### src/shared/arb_pkg.sv
// Package: constants and types for the local bus arbiter and panel logic
package arb_pkg;

   // Master indices, highest priority first
   localparam int unsigned NUM_MASTERS = 5;
   localparam int unsigned M_NET = 0;
   localparam int unsigned M_SERIAL = 1;
   localparam int unsigned M_DISK = 2;
   localparam int unsigned M_BRIDGE = 3;
   localparam int unsigned M_CPU = 4;

   // Data word width on the local bus
   localparam int unsigned DATA_W = 32;

   // Width of the abort interrupt level field
   localparam int unsigned LEVEL_W = 3;

   // Reset pulse length in clock cycles
   localparam int unsigned RESET_PULSE_CYCLES = 16;
   localparam int unsigned RESET_CNT_W = 5;

   typedef logic [NUM_MASTERS-1:0] master_vec_t;

   typedef enum logic [1:0]
   {
      ARB_IDLE,
      ARB_OWNED
   } arb_state_e;

endpackage

### src/shared/grant_if.sv
// Interface: request and grant vectors between the top and the priority picker
`timescale 1ns/1ps
`default_nettype none
interface grant_if;
   arb_pkg::master_vec_t req;
   arb_pkg::master_vec_t pick;
   modport chooser (input req, output pick);
   modport user (output req, input pick);
endinterface
`default_nettype wire

### src/design/local_bus_arbiter_panel_status.sv
// Top: local bus arbiter, front panel indicators and switch actions
// Notes on behaviour
// RL1 - Grant by fixed priority: network, serial, disk, bridge, then processor lowest.
// RL2 - Local data bus is synchronous, thirty-two bit words between master and slave.
// RL3 - Bursts and snooping work under any master; grant holds through bursts. Code raises no snoop while the processor owns the bus.
// RL4 - Any granted master may reach any slave; no pair restrictions here.
// RL5 - Activity indicator lit while transfer-in-progress line is low.
// RL6 - Network indicator lit exactly while network controller owns the bus.
// RL7 - Disk indicator lit exactly while disk controller owns the bus.
// RL8 - System-bus indicator lit on bridge address strobe or bridge bus ownership.
// RL9 - Failure indicator lit while board-fail line is active.
// RL10 - Processor-status indicator lit while processor is halted.
// RL11 - System-controller indicator lit while board is system controller.
// RL12 - Reset switch resets onboard devices; drives system reset only as controller.
// RL13 - Software control can disable the reset switch entirely.
// RL14 - Enabled abort switch raises interrupt at programmed level; else nothing.
// RL15 - At most one grant; re-arbitrate only after owner's cycle or burst ends. Code also releases if the owner drops its request while idle.
`timescale 1ns/1ps
`default_nettype none
module local_bus_arbiter_panel_status
(
   // Clock and reset
   input wire logic i_ref_clk,
   input wire logic i_reset,
   // Bus requests and cycle status
   input wire logic [arb_pkg::NUM_MASTERS-1:0] i_bus_req,
   input wire logic i_transfer_in_progress_n,
   input wire logic i_burst_active,
   // Data path from owners to slaves
   input wire logic [arb_pkg::DATA_W-1:0] i_master_wdata [arb_pkg::NUM_MASTERS],
   output logic [arb_pkg::DATA_W-1:0] o_slave_wdata,
   // Grants and snoop strobe
   output logic [arb_pkg::NUM_MASTERS-1:0] o_bus_grant,
   output logic o_snoop_enable,
   // Board state
   input wire logic i_board_fail,
   input wire logic i_cpu_halted,
   input wire logic i_system_controller,
   input wire logic i_bridge_addr_strobe,
   // Switches and software controls
   input wire logic i_reset_switch,
   input wire logic i_reset_switch_enable,
   input wire logic i_abort_switch,
   input wire logic i_abort_enable,
   input wire logic [arb_pkg::LEVEL_W-1:0] i_abort_level,
   // Panel indicators
   output logic o_activity_indicator,
   output logic o_network_master_indicator,
   output logic o_disk_master_indicator,
   output logic o_system_bus_indicator,
   output logic o_fail_indicator,
   output logic o_cpu_status_indicator,
   output logic o_system_controller_indicator,
   // Reset and interrupt outputs
   output logic o_board_reset,
   output logic o_sys_reset_drive,
   output logic o_abort_irq,
   output logic [arb_pkg::LEVEL_W-1:0] o_abort_irq_level
);

   // ==========================================================
   // Arbitration
   grant_if g ();
   arb_pkg::arb_state_e state_reg, state_next;
   arb_pkg::master_vec_t grant_reg, grant_next;
   logic cycle_seen_reg, cycle_seen_next;
   logic bus_busy;

   assign g.req = i_bus_req;
   assign bus_busy = !i_transfer_in_progress_n || i_burst_active;

   prio_pick prio_pick_inst
   (
      .g(g)
   );

   always_comb
   begin
      state_next = state_reg;
      grant_next = grant_reg;
      cycle_seen_next = cycle_seen_reg;
      unique case (state_reg)
         arb_pkg::ARB_IDLE:
         begin
            if (g.pick != '0 && !bus_busy)
            begin
               grant_next = g.pick; // RL1
               cycle_seen_next = 1'b0;
               state_next = arb_pkg::ARB_OWNED;
            end
         end
         arb_pkg::ARB_OWNED:
         begin
            if (bus_busy)
            begin
               cycle_seen_next = 1'b1;
            end
            // Release after the owner's cycle or burst, or if it drops request idle
            if ((cycle_seen_reg && !bus_busy) || ((grant_reg & i_bus_req) == '0 && !bus_busy))
            begin
               grant_next = '0; // RL15
               state_next = arb_pkg::ARB_IDLE;
            end
         end
      endcase
   end

   always_ff @(posedge i_ref_clk)
   begin
      if (i_reset)
      begin
         state_reg <= arb_pkg::ARB_IDLE;
         grant_reg <= '0;
         cycle_seen_reg <= 1'b0;
      end
      else
      begin
         state_reg <= state_next;
         grant_reg <= grant_next;
         cycle_seen_reg <= cycle_seen_next;
      end
   end

   assign o_bus_grant = grant_reg; // RL15

   // ==========================================================
   // Data routing from the owner, any slave
   logic [arb_pkg::DATA_W-1:0] wdata_reg, wdata_next;
   logic snoop_reg, snoop_next;

   always_comb
   begin
      wdata_next = '0;
      for (int i = 0; i < int'(arb_pkg::NUM_MASTERS); i++)
      begin
         if (grant_reg[i])
         begin
            wdata_next = i_master_wdata[i]; // RL2 RL4
         end
      end
      // Processor snoops while another master owns the bus and a cycle or burst is running
      snoop_next = (grant_reg != '0) && !grant_reg[arb_pkg::M_CPU] && bus_busy; // RL3
   end

   always_ff @(posedge i_ref_clk)
   begin
      if (i_reset)
      begin
         wdata_reg <= '0;
         snoop_reg <= 1'b0;
      end
      else
      begin
         wdata_reg <= wdata_next;
         snoop_reg <= snoop_next;
      end
   end

   assign o_slave_wdata = wdata_reg;
   assign o_snoop_enable = snoop_reg;

   // ==========================================================
   // Panel indicators
   logic [6:0] led_reg, led_next;

   always_comb
   begin
      led_next[0] = !i_transfer_in_progress_n; // RL5
      led_next[1] = grant_next[arb_pkg::M_NET]; // RL6
      led_next[2] = grant_next[arb_pkg::M_DISK]; // RL7
      led_next[3] = i_bridge_addr_strobe || grant_next[arb_pkg::M_BRIDGE]; // RL8
      led_next[4] = i_board_fail; // RL9
      led_next[5] = i_cpu_halted; // RL10
      led_next[6] = i_system_controller; // RL11
   end

   always_ff @(posedge i_ref_clk)
   begin
      if (i_reset)
      begin
         led_reg <= '0;
      end
      else
      begin
         led_reg <= led_next;
      end
   end

   assign o_activity_indicator = led_reg[0];
   assign o_network_master_indicator = led_reg[1];
   assign o_disk_master_indicator = led_reg[2];
   assign o_system_bus_indicator = led_reg[3];
   assign o_fail_indicator = led_reg[4];
   assign o_cpu_status_indicator = led_reg[5];
   assign o_system_controller_indicator = led_reg[6];

   // ==========================================================
   // Reset switch and abort switch
   logic rst_sw_prev_reg, rst_sw_prev_next;
   logic abort_prev_reg, abort_prev_next;
   logic [arb_pkg::RESET_CNT_W-1:0] rst_cnt_reg, rst_cnt_next;
   logic board_rst_reg, board_rst_next;
   logic sys_rst_reg, sys_rst_next;
   logic irq_reg, irq_next;
   logic [arb_pkg::LEVEL_W-1:0] lvl_reg, lvl_next;

   always_comb
   begin
      rst_sw_prev_next = i_reset_switch;
      abort_prev_next = i_abort_switch;
      rst_cnt_next = rst_cnt_reg;
      sys_rst_next = sys_rst_reg;
      if (i_reset_switch && !rst_sw_prev_reg && i_reset_switch_enable) // RL13
      begin
         rst_cnt_next = arb_pkg::RESET_CNT_W'(arb_pkg::RESET_PULSE_CYCLES);
         sys_rst_next = i_system_controller; // RL12
      end
      else if (rst_cnt_reg != '0)
      begin
         rst_cnt_next = rst_cnt_reg - 1'b1;
      end
      else
      begin
         sys_rst_next = 1'b0;
      end
      board_rst_next = (rst_cnt_next != '0); // RL12
      sys_rst_next = sys_rst_next && board_rst_next; // RL12
      irq_next = irq_reg;
      lvl_next = lvl_reg;
      if (!i_abort_enable)
      begin
         irq_next = 1'b0; // RL14
      end
      else if (i_abort_switch && !abort_prev_reg)
      begin
         irq_next = 1'b1; // RL14
         lvl_next = i_abort_level;
      end
      else if (!i_abort_switch)
      begin
         irq_next = 1'b0;
      end
   end

   always_ff @(posedge i_ref_clk)
   begin
      if (i_reset)
      begin
         rst_sw_prev_reg <= 1'b0;
         abort_prev_reg <= 1'b0;
         rst_cnt_reg <= '0;
         board_rst_reg <= 1'b0;
         sys_rst_reg <= 1'b0;
         irq_reg <= 1'b0;
         lvl_reg <= '0;
      end
      else
      begin
         rst_sw_prev_reg <= rst_sw_prev_next;
         abort_prev_reg <= abort_prev_next;
         rst_cnt_reg <= rst_cnt_next;
         board_rst_reg <= board_rst_next;
         sys_rst_reg <= sys_rst_next;
         irq_reg <= irq_next;
         lvl_reg <= lvl_next;
      end
   end

   assign o_board_reset = board_rst_reg;
   assign o_sys_reset_drive = sys_rst_reg;
   assign o_abort_irq = irq_reg;
   assign o_abort_irq_level = lvl_reg;

endmodule
`default_nettype wire

### src/design/prio_pick.sv
// Fixed-priority one-hot picker for the local bus masters
`timescale 1ns/1ps
`default_nettype none
module prio_pick
(
   grant_if.chooser g
);

   // Lowest index wins; result is one-hot or zero
   always_comb
   begin
      g.pick = '0;
      for (int i = int'(arb_pkg::NUM_MASTERS) - 1; i >= 0; i--)
      begin
         if (g.req[i])
         begin
            g.pick = '0;
            g.pick[i] = 1'b1;
         end
      end
   end

endmodule
`default_nettype wire

### config.mk
export PLATFORM = sky130hd
export DESIGN_NAME = local_bus_arbiter_panel_status
export DESIGN_NICKNAME = d
export VERILOG_FILES = /design/src/shared/arb_pkg.sv /design/src/shared/grant_if.sv /design/src/design/local_bus_arbiter_panel_status.sv /design/src/design/prio_pick.sv
export SDC_FILE = /design/constraint.sdc
export NUM_CORES = 1
export LEC_CHECK = 0
export BUFFER_PORTS_ARGS = -buffer_cell sky130_fd_sc_hd__buf_2
export CAP_MARGIN = 10
export CORE_ASPECT_RATIO = 0.7
export CORE_MARGIN = 5
export CORE_UTILIZATION = 45
export CTS_BUF_LIST = sky130_fd_sc_hd__clkbuf_8
export CTS_CLUSTER_SIZE = 28
export DETAILED_ROUTE_END_ITERATION = 10
export GPL_ROUTABILITY_DRIVEN = 0
export MAX_ROUTING_LAYER = met4
export PLACE_DENSITY = 0.95
export SLEW_MARGIN = 20
export SYNTH_ARGS = -nofsm -noshare
export SYNTH_HDL_FRONTEND = slang
export SYNTH_HIERARCHICAL = 1
export SYNTH_SLANG_ARGS = --single-unit
### constraint.sdc
create_clock -name i_ref_clk -period 4.67 [get_ports i_ref_clk]
set_clock_uncertainty 0.1 [all_clocks]
set_input_delay 0 -clock i_ref_clk [delete_from_list [all_inputs] [get_ports i_ref_clk]]
set_output_delay 0 -clock i_ref_clk [all_outputs]
set_load 0.05 [all_outputs]
# Word-level counts from Yosys, hierarchy flattened
# Index checks and enable logic that the tools add are counted.
[op_classes]
n_shift = 0
div_mod_pow = 0
n_eq_ne = 5
n_lt_le_gt_ge = 0
bitwise_logic = 2
mul = 0
reduce_logical = 27
add_sub_neg = 1
mux = 25
[ops]
columns = ["op", "n"]
rows = [
  ["32-bit 2-to-1 mux", 5],
  ["5-bit 2-to-1 mux", 9],
  ["5-bit nonzero test", 4],
  ["5-bit case mux with 2 select lines", 1],
  ["1-bit logical AND", 9],
  ["1-bit 2-to-1 mux", 6],
  ["2-bit inequality test, second input constant", 3],
  ["2-bit AND reduction", 3],
  ["5-bit AND", 1],
  ["1-bit logical NOT", 5],
  ["5-bit logical NOT", 1],
  ["5-bit by 1-bit subtractor with 5-bit output, second input constant", 1],
  ["2-bit 2-to-1 mux", 2],
  ["2-bit case mux with 2 select lines", 1],
  ["1-bit logical OR", 3],
  ["2-bit by 1-bit equality test with 1-bit output, second input constant", 1],
  ["2-bit logical NOT", 1],
  ["2-bit by 1-bit inequality test with 1-bit output, second input constant", 1],
  ["1-bit case mux with 2 select lines", 1],
  ["2-bit OR reduction", 1],
  ["1-bit inverter", 1],
]
[word_totals]
register_bits = 61
mem_bits_rw = 0
romBits = 0
memories = 0
latch_bits = 0
inputBits = 180

# Depth between registers and ports, before layout
# Gate-level depths: netlist of run 1.
[logic_depth]
ltp_word = 10
depth_mapped = 7
ltp_nobuf = 6

# Modules after synthesis
# The synthesis of run 1 kept the hierarchy.
[by_module_without_submodules]
columns = ["module", "area_per_inst_um2", "cells_each", "n_inst"]
rows = [
  ["local_bus_arbiter_panel_status", 3116.7, 375, 1],
  ["prio_pick", 57.6, 6, 1],
]

# Least setup slack after synthesis of run 1
# No wires, ideal clock.
[synth_timing]
kind = "register -> register"
start = "reg grant_reg[1] (netlist: o_bus_grant[1])"
end = "reg wdata_reg (netlist bit o_slave_wdata[0])"
setup_time_ns = 0.132
synth_period_minus_slack_ns = 2.011
n_path_buf = 3
path_stages_with_launch = 8
arrival_time_ns = 1.779
path_slack_ns = 2.659
path_cell_list = "dfxtp_1 -> buf_2 -> nor2b_1 -> clkbuf_1 -> buf_2 -> a221o_1 -> a221oi_1 -> nor3_1"
[synth_between]
elab_chain_len = 4
[synth_rtl]
columns = ["element", "line_no", "text"]
rows = [
  ["from (decl)", "local_bus_arbiter_panel_status.sv:65", "arb_pkg::master_vec_t grant_reg, grant_next;"],
  ["from (signal assigned)", "local_bus_arbiter_panel_status.sv:119", "grant_reg <= grant_next;"],
  ["32-bit 2-to-1 mux (4 in a row)", "local_bus_arbiter_panel_status.sv:136", "if (grant_reg[i])"],
  ["to (signal assigned)", "local_bus_arbiter_panel_status.sv:154", "wdata_reg <= wdata_next;"],
  ["to (decl)", "local_bus_arbiter_panel_status.sv:128", "logic [arb_pkg::DATA_W-1:0] wdata_reg, wdata_next;"],
]
# Every way passes these cells.
# A chain may end at the register's enable or synchronous reset.

# Final worst setup path of run 1
[layout_timing]
start = "reg grant_reg[3] (netlist: o_bus_grant[3])"
end = "reg grant_reg[3] (netlist: o_bus_grant[3])"
[layout_between]
elab_chain_len = 6
elab_cells_between_ends = 7
[layout_rtl]
columns = ["element", "line_no", "text"]
rows = [
  ["5-bit AND", "local_bus_arbiter_panel_status.sv:99", "if ((cycle_seen_reg && !bus_busy) || ((grant_reg & i_bus_req) == '0 && !bus_busy))"],
  ["5-bit logical NOT", "local_bus_arbiter_panel_status.sv:99", ""],
  ["1-bit logical AND", "local_bus_arbiter_panel_status.sv:99", ""],
  ["1-bit logical OR", "local_bus_arbiter_panel_status.sv:99", ""],
  ["5-bit 2-to-1 mux", "local_bus_arbiter_panel_status.sv:99", ""],
  ["5-bit case mux with 2 select lines *", "local_bus_arbiter_panel_status.sv:82", "unique case (state_reg)"],
]
# Mark *: on every way between the ends. The rest lies on a longest branch, timed or not. The select of a mux whose other input is x is not followed.

==> results of run 1 <==
[routing by layer]
layer  global-route usage, %  share of wire [%]  vias up
li1                        -                  -     1983
met1                    32.1                 34     2059
met2                    55.1                 51      321
met3                    8.51                 10       62
met4                    17.3                4.2        0
met5                       -                  0        -
[final cells by class]
cell class	count	area, µm²	area share, %
sequential	58	1170	21.7
inverter	36	135	2.51
clock inverter	7	125	2.33
multi-input combinational	246	1700	31.6
antenna	2	5.00	0.0930
clock buffer	9	124	2.30
timing repair buffer	316	2000	37.2
tap	94	118	2.19
[worst max-delay path by stage]
stage / cells past startpoint / start / to / slack, ns
after floorplan: 7 / o_bus_grant[1] / o_slave_wdata[0] / 2.66
after detailed placement: 4 / o_bus_grant[2] / led_reg[3] / 2.39
after CTS: 5 / o_bus_grant[2] / led_reg[3] / 1.85
after global placement: 4 / o_bus_grant[2] / led_reg[3] / 2.52
final: 6 / o_bus_grant[3] / o_bus_grant[3] / 1.90
after global routing: 6 / o_bus_grant[3] / led_reg[3] / 1.69
[power by group]
| group | leakage, µW | internal [µW] | switching (µW) | total, µW |
|---|---|---|---|---|
| clock | 0.000124 | 359 | 215 | 574 |
| combinational | 0.00205 | 207 | 238 | 445 |
| sequential | 0.000475 | 528 | 28.4 | 557 |
| total | 0.00265 | 1090 | 481 | 1580 |
[cells in the final DEF (no fill, tap or decap), types with 3 or more instances in the layout]
cell type,Yosys,final
buf_4,3,3
xnor2_1,4,4
dlygate4sd3_1,0,83
inv_1,36,36
nand2_1,4,4
clkbuf_8,0,9
a221oi_1,33,33
mux2i_1,4,4
dfxtp_1,58,55
a21oi_1,47,47
clkinv_4,0,3
nor2_1,14,14
a221o_1,32,32
a211oi_1,5,5
nor3_1,36,36
nor2b_1,40,39
bufinv_16,0,3
nand2b_1,3,3
buf_2,6,230
nor4_1,3,3
[logic make-up (layout without fill, tap and decap cells)]
group | count (synthesis) | after routing | share of synthesized area (%)
AO/OA/AOI/OAI | 125 | 125 | 30.0
XOR/XNOR | 4 | 4 | 1.10
adder cells (fa/ha/maj) | 1 | 1 | 0.394
buffers and inverters | 77 | 368 | 9.93
flip-flops | 58 | 58 | 36.6
multiplexers | 4 | 4 | 1.26
other | 0 | 2 | 0
AND/OR/NAND/NOR | 112 | 112 | 20.8
[per-stage QoR]
step | cells | worst slack, ns
after floorplan | 381 | 2.66
after global placement | 667 | 2.52
after detailed placement | 667 | 2.39
after CTS | 766 | 1.85
after global routing | 767 | 1.69
final | 768 | 1.90
[worst min-delay path: cells and delay by family]
kind / cells / cell delay [ns]
and+or+nand+nor: 2 / 0.16
AOI/OAI and AO/OA: 2 / 0.18
buffers and inverters: 1 / 0.12
[what timing repair did]
item,in CTS,in global routing
endpoints found under the setup margin,0,0
hold buffers,83,0
buffers inserted,0,0
hold endpoints to repair,52,0
==> results.json, run 1 <==
{
  "dpl-instance-area_um2": 4290,
  "htreeDepth": 3,
  "pin_count": 231,
  "synth_warnings": 6,
  "setup_tns_ns": 0,
  "cts_max_path_buffers": 2,
  "fin_area_um2": 5380,
  "via_per_inst": 5.76,
  "cp_top_family": "buffers and inverters",
  "wirelength_um": 14100,
  "cpPeakStageDelay_ns": 0.67,
  "max-cap-violations": 0,
  "worst_hold_startpoint": "i_bus_req[4]",
  "min_period_over_period_pct": 59.3,
  "coreArea_um2": 6820,
  "slew_headroom_pct": 31.6,
  "cp_cell_sequence": "buf_4 > a222oi_1 > a21oi_1 > a21oi_2 > a311oi_1 > dlygate4sd3_1",
  "cp_data_required_time_ns": 4.84,
  "vias": 4425,
  "leakage_uw": 0.00265,
  "drt_iter0_markers": 424,
  "final_nets": 848,
  "wl_per_cell_um": 18.3,
  "synth_top_area_share_pct": 36.6,
  "fin_util_pct": 78.9,
  "grt_start_max_net_pins": 70,
  "globalRouteTotalUtil_pct": 31.5,
  "rows": 25,
  "tightest_slew_ns": 1.03,
  "finalSetupViolCount": 0,
  "clkLatencyLatePin_ns": 0.33,
  "synth_top_area_cell": "dfxtp_1",
  "worstPathArrival_ns": 2.94,
  "slew_viol_final": 0,
  "cp_slowest_cell": "dfxtp_2",
  "mappedNetlistArea_um2": 3170,
  "dieArea_um2": 8860,
  "dr.pass1.iters": 5,
  "power_density_nw_per_um2": 293,
  "async_flop_share_pct": 0,
  "min_period_ns": 2.77,
  "critPathBufInv": 2,
  "regToRegStartpoint": "o_bus_grant[3]",
  "outcome": "finished, final reports clean",
  "hold_path_class": "in2reg",
  "yosysUniqueCellTypes": 38,
  "clk_pin_slew_ns": 0.07,
  "antenna_left": 0,
  "drc_errors": 0,
  "p_total_uw": 1580,
  "ys.flop_type": "dfxtp_1",
  "reg2reg_to": "o_bus_grant[3]",
  "rsz0062_at_grt": "false",
  "clock.fmax_mhz": 361,
  "cp-end-kind": "flop",
  "cts_tree": "done",
  "syn_avg_cell_area_um2": 8.33,
  "grt_antenna_before_repair": 1,
  "cts_resized": 0,
  "timing.hold.ws_ns": 0.0674,
  "cts_root_buf": "clkbuf_8",
  "synth_edf_count": 0,
  "syn-num-nets": 562,
  "dp_hpwl_um": 8540,
  "hold_viol_final": 0,
  "fp.dieW_um": 110,
  "r2r_cells": 6,
  "path_class": "reg2reg",
  "port_buffers": 230,
  "crit_fanout": 40,
  "grt_pass1_vias": 4426,
  "syn_to_final_growth_pct": 69.5,
  "clkSinkCount": 58,
  "synth_common_cells": "58 x dfxtp_1, 47 x a21oi_1, 40 x nor2b_1, 36 x inv_1, 36 x nor3_1",
  "synth_cells": 381,
  "synth_most_common_cell": "dfxtp_1",
  "cts_buffers": 9,
  "yosysSeqAreaShare_pct": 36.6,
  "drive_gt1_share_pct": 39.0,
  "synthTopCellsByArea": "dfxtp_1 37%, a221o_1 10%, a221oi_1 9.1%",
  "synth_seq_cells": 58,
  "initial_core_util_pct": 46.6,
  "fillCellCount": 470,
  "r2r_setup_slack_ns": 1.90,
  "holdPathStages": 5,
  "largest_reg_flops": 32,
  "grt_pass1_wl_um": 21200,
  "vdd.ir_drop.worst_mv": 0.149,
  "fp.dieH_um": 80.3,
  "start_kind": "flop",
  "min_to": "o_bus_grant[4]",
  "overflow": 0
}
No activity file was read; power rests on OpenSTA's default activity.
==> run 2, diff against run 1 <==
- ABC_AREA: unset -> 1
- CORE_UTILIZATION: 45 -> 38
- PLACE_DENSITY: 0.95 -> 0.87
- clock period: 4.67 -> 2.25 ns (I/O delays scaled with it)
==> results.json, run 2 <==
{
  "synthTopCellsByArea": "dfxtp_1 37%, nand2_1 16%, o21ai_1 7.9%",
  "cp-end-kind": "flop",
  "dieArea_um2": 10100,
  "min_period_over_period_pct": 97.5,
  "syn_avg_cell_area_um2": 6.48,
  "synth_top_area_share_pct": 37.5,
  "mappedNetlistArea_um2": 3100,
  "wirelength_um": 13800,
  "layout_commonest_cell": "buf_2",
  "regToRegStartpoint": "o_bus_grant[0]",
  "antenna_left": 0,
  "clk_pin_slew_ns": 0.07,
  "layout_common_cells": "230 x buf_2, 132 x nand2_1, 88 x dlygate4sd3_1",
  "crit_fanout": 17,
  "synth_top_area_cell": "dfxtp_1",
  "yosysSeqAreaShare_pct": 37.5,
  "fin_area_um2": 5410,
  "yosysUniqueCellTypes": 28,
  "vdd.ir_drop.worst_mv": 0.341,
  "p_switching_uw": 1140,
  "grt_antenna_before_repair": 0,
  "port_buffers": 230,
  "drc_errors": 0,
  "cts_tree": "done",
  "worstPathArrival_ns": 2.37,
  "clkLatencyLatePin_ns": 0.33,
  "dp_hpwl_um": 9340,
  "swShare_pct": 34.8,
  "fp.dieW_um": 118,
  "clkSinkCount": 58,
  "grt_start_max_net_pins": 33,
  "synth_cells": 478,
  "globalRouteTotalUtil_pct": 26.4,
  "via_per_inst": 5.11,
  "cts_buffers": 9,
  "ys.flop_type": "dfxtp_1",
  "pre_cts_ws_ns": 0.621,
  "tightest_slew_ns": 0.564,
  "timing.hold.ws_ns": 0.0309,
  "coreArea_um2": 7910,
  "slew_headroom_pct": 62.4,
  "fin_ws_ns": 0.0573,
  "fp.dieH_um": 85.5,
  "overflow": 0,
  "finalSetupViolCount": 0,
  "wl_per_cell_um": 15.4,
  "initial_core_util_pct": 39.2,
  "largest_reg_flops": 32,
  "rows": 27,
  "final_nets": 972,
  "clock.fmax_mhz": 456,
  "setup_tns_ns": 0,
  "start_kind": "input port",
  "async_flop_share_pct": 0,
  "dpl-instance-area_um2": 4260,
  "worst_hold_startpoint": "i_reset_switch_enable",
  "syn_to_final_growth_pct": 74.8,
  "syn-num-nets": 659,
  "synth_warnings": 6,
  "min_period_ns": 2.19,
  "sequentialPowerShare_pct": 35.8,
  "drive_gt1_share_pct": 33.9,
  "p_clk_share_pct": 29.3,
  "r2r_setup_slack_ns": 0.15,
  "cts_root_buf": "clkbuf_8",
  "p_total_uw": 3270,
  "cts_max_path_buffers": 2,
  "hold_viol_final": 0,
  "drt_iter0_markers": 307,
  "outcome": "finished, final reports clean",
  "dr.pass1.iters": 5,
  "slew_viol_final": 0,
  "htreeDepth": 3,
  "pin_count": 231,
  "path_class": "in2reg",
  "synth_edf_count": 0,
  "grt_pass1_wl_um": 21400,
  "crit_start": "i_reset",
  "hold_path_class": "in2reg",
  "leakage_uw": 0.00291,
  "synth_most_common_cell": "nand2_1",
  "synth_seq_cells": 58,
  "max-cap-violations": 0,
  "synth_common_cells": "132 x nand2_1, 62 x nor2_1, 58 x dfxtp_1, 49 x o21ai_1, 43 x a21oi_1",
  "vias": 4576,
  "p_comb_share_pct": 34.9,
  "cp_data_required_time_ns": 2.42,
  "power_density_nw_per_um2": 605,
  "grt_pass1_vias": 4773,
  "p_int_uw": 2130
}
==> run 2: repair_timing <==
action | 4_1_cts | 5_1_grt
hold buffers | 88 | 0
buffers inserted | 0 | 5
gates resized for setup | 0 | 2
setup endpoints to repair | 0 | 21
endpoints found under the hold margin | 56 | 0
==> run 2: metrics by stage <==
step | std cells | util [%]
after floorplan | 478 | -
after global placement | 787 | 53.9
after detailed placement | 787 | 53.9
after CTS | 889 | 67.5
after global routing | 895 | 68.5
final | 896 | 68.5
==> run 2: final timing paths <==
| check | to | depth (start not counted) |
|---|---|---|
| worst min register to register | o_abort_irq_level[0] | 2 |
| worst min-delay path | rst_cnt_reg[4] | 5 |
| worst max-delay path | o_slave_wdata[10] | 8 |
| worst max register to register | o_slave_wdata[17] | 9 |
==> run 2: worst max-delay path, cell delays in order <==
cell and delay (ns):
dlygate4sd3_1 0.54, buf_2 0.25, nor2_4 0.38, clkinvlp_4 0.14, buf_4 0.19, buf_4 0.17
o21ai_1 0.13, dlygate4sd3_1 0.56
==> run 2: kinds of logic (layout without fill, tap and decap cells) <==
| kind of cell | count (synthesis) | in the layout | share of synthesized area (%) |
|---|---|---|---|
| xor gates and xnor gates | 1 | 1 | 0.283 |
| AOI/OAI and AO/OA | 133 | 133 | 22.1 |
| buffers and inverters | 60 | 375 | 9.69 |
| DFF | 58 | 58 | 37.5 |
| and+or+nand+nor | 225 | 226 | 30.0 |
| adders and majority gates | 1 | 1 | 0.404 |
| other | 0 | 1 | 0 |
==> run 2: layout make-up <==
cell class	count	area [µm²]
clock buffer	11	151
sequential	58	1160
fill	680	2490
inverter	30	116
antenna	1	2.50
timing repair buffer	331	2170
multi-input combinational	361	1650
clock inverter	3	40.0
tap	101	126
==> run 2: power groups by stage <==
stage	clock [µW]	sequential (µW)	combinational (µW)
4_1_cts	986	1170	1100
3_5_place_dp	0	1190	958
3_3_place_gp	0	1190	920
2_1_floorplan	0	1400	428
6_report	961	1170	1140
5_1_grt	1030	1180	1230
==> run 2: per-layer routing <==
metal	wire length [µm]	vias to the layer above	track usage, %
met3	1270	41	6.66
met1	4920	2090	26.6
met2	7180	259	47.6
met5	0	-	-
met4	427	0	14.1
li1	-	2186	-
==> run 3, diff against run 2 <==
- ABC_AREA: 1 -> 0
- CORE_UTILIZATION: 38 -> 30
- PLACE_DENSITY: 0.87 -> 0.73
- SKIP_LAST_GASP: unset -> 1
==> results.json, run 3 (synthesis results as in run 1) <==
{
  "drc_errors": 0,
  "cp_data_required_time_ns": 2.37,
  "cp_cell_sequence": "buf_4 > a221o_1 > a221oi_1 > nor3_1 > dlygate4sd3_1",
  "r2r_cells": 5,
  "timing.hold.ws_ns": 0.0429,
  "wirelength_um": 13400,
  "clock.fmax_mhz": 473,
  "min_period_ns": 2.11,
  "cts_max_path_buffers": 2,
  "grt_pass1_vias": 4370,
  "pre_cts_ws_ns": 0.229,
  "sequentialPowerShare_pct": 37.3,
  "via_per_inst": 5.29,
  "layout_common_cells": "230 x buf_2, 82 x dlygate4sd3_1, 55 x dfxtp_1",
  "rows": 31,
  "worstPathArrival_ns": 2.23,
  "dieArea_um2": 12800,
  "cts_tree": "done",
  "p_switching_uw": 972,
  "pin_count": 231,
  "drive_gt1_share_pct": 39.3,
  "dpl-instance-area_um2": 4390,
  "antenna_cells": 0,
  "p_clk_share_pct": 32.3,
  "tightest_slew_ns": 0.626,
  "swShare_pct": 31.6,
  "grt_start_max_net_pins": 68,
  "wl_per_cell_um": 16.6,
  "fp.dieW_um": 133,
  "grt-busiest-layer": "met2",
  "grt_pass1_wl_um": 20700,
  "dp_hpwl_um": 9010,
  "outcome": "finished, final reports clean",
  "antenna_left": 0,
  "hold_viol_final": 0,
  "cp-end-kind": "flop",
  "dr.pass1.iters": 5,
  "coreArea_um2": 10400,
  "grt_antenna_before_repair": 0,
  "initial_core_util_pct": 30.7,
  "p_comb_share_pct": 30.4,
  "vdd.ir_drop.worst_mv": 0.271,
  "path_class": "reg2reg",
  "cts_post_setup_buffers_inserted": 0,
  "holdPathStages": 4,
  "clkSinkCount": 58,
  "cts_buffers": 9,
  "globalRouteTotalUtil_pct": 20.7,
  "use_met2_pct": 37.0,
  "p_int_uw": 2100,
  "finalSetupViolCount": 0,
  "slew_headroom_pct": 58.3,
  "fin_util_pct": 52.4,
  "fin_area_um2": 5420,
  "cp_slowest_cell": "dlygate4sd3_1",
  "hold_path_class": "in2reg",
  "r2r_setup_slack_ns": 0.14,
  "overflow": 0,
  "rsz0062_at_grt": "false",
  "cpPeakStageDelay_ns": 0.58,
  "power_density_nw_per_um2": 567,
  "clkLatencyLatePin_ns": 0.33,
  "critPathBufInv": 2,
  "fin_ws_ns": 0.138,
  "final_nets": 852,
  "met1_usage_pct": 21.8,
  "htreeDepth": 3,
  "min_period_over_period_pct": 93.9,
  "cp_top_family": "buffers and inverters",
  "crit_fanout": 19,
  "cp_num_cells": 5,
  "largest_reg_flops": 32,
  "start_kind": "flop",
  "clk_pin_slew_ns": 0.07,
  "layout_commonest_cell": "buf_2",
  "setup_tns_ns": 0,
  "fp.dieH_um": 96.1,
  "syn_to_final_growth_pct": 70.9,
  "vias": 4277,
  "slew_viol_final": 0,
  "cts_root_buf": "clkbuf_8",
  "max-cap-violations": 0,
  "port_buffers": 230,
  "drt_iter0_markers": 195,
  "grtUsageMet3_pct": 5.69,
  "leakage_uw": 0.00259
}
run 3: cell types whose count changed in the layout (fill, tap and decap cells not counted), moves of 6 or more:
cell and change:
nor3_1 +33, nor2_1 -48, inv_1 +11, nand3_1 -11, nand2_1 -128, nor2b_1 +39
dlygate4sd3_1 -6, o21ai_1 -48, a221oi_1 +33, a221o_1 +32, nand4_1 -7, o21ai_0 -33
run 3: cell type report:
class	instances	area, µm²
flip-flops and latches	58	1160
clock inverters	5	53.8
repair buffers	320	2050
clock buffers	11	151
fillers	907	4930
inverters	36	135
well taps	132	165
multi-input cells	246	1710
run 3: power by group through the flow:
stage	clock network, µW	registers (µW)	logic (µW)
after floorplan	0	1310	400
after global placement	0	1170	788
after detailed placement	0	1170	817
after CTS	1040	1150	926
after global routing	1080	1160	1010
final	992	1150	935
run 3: path summary, 6_finish.rpt:
check                      startpoint           endpoint
setup / recovery       o_bus_grant[2]  o_slave_wdata[18]
setup reg to reg       o_bus_grant[2]  o_slave_wdata[18]
hold / removal    i_master_wdata[154]  o_slave_wdata[26]
hold reg to reg        abort_prev_reg        o_abort_irq
run 3: worst register-to-register path: stages, from the launching register on:
cell and delay [ns]:
dfxtp_2 0.41, buf_4 0.24, a221o_1 0.28, a221oi_1 0.30
nor3_1 0.09, dlygate4sd3_1 0.58
run 3: timing repair:
action | CTS | global route
gates resized for setup | 0 | 2
setup endpoints to repair | 0 | 9
endpoints found under the hold margin | 53 | 0
hold buffers | 82 | 0
run 3: stage by stage:
| stage | instances | total power [µW] |
|---|---|---|
| 2_1_floorplan | 381 | 1710 |
| 3_3_place_gp | 710 | 1950 |
| 3_5_place_dp | 710 | 1990 |
| 4_1_cts | 808 | 3110 |
| 5_1_grt | 808 | 3250 |
| 6_report | 808 | 3080 |
run 3: per-layer routing:
layer / up-vias / share of wire [%]
met5: - / 0
met4: 0 / 3.0
met3: 39 / 9.8
met2: 279 / 50
met1: 1977 / 37
li1: 1982 / -
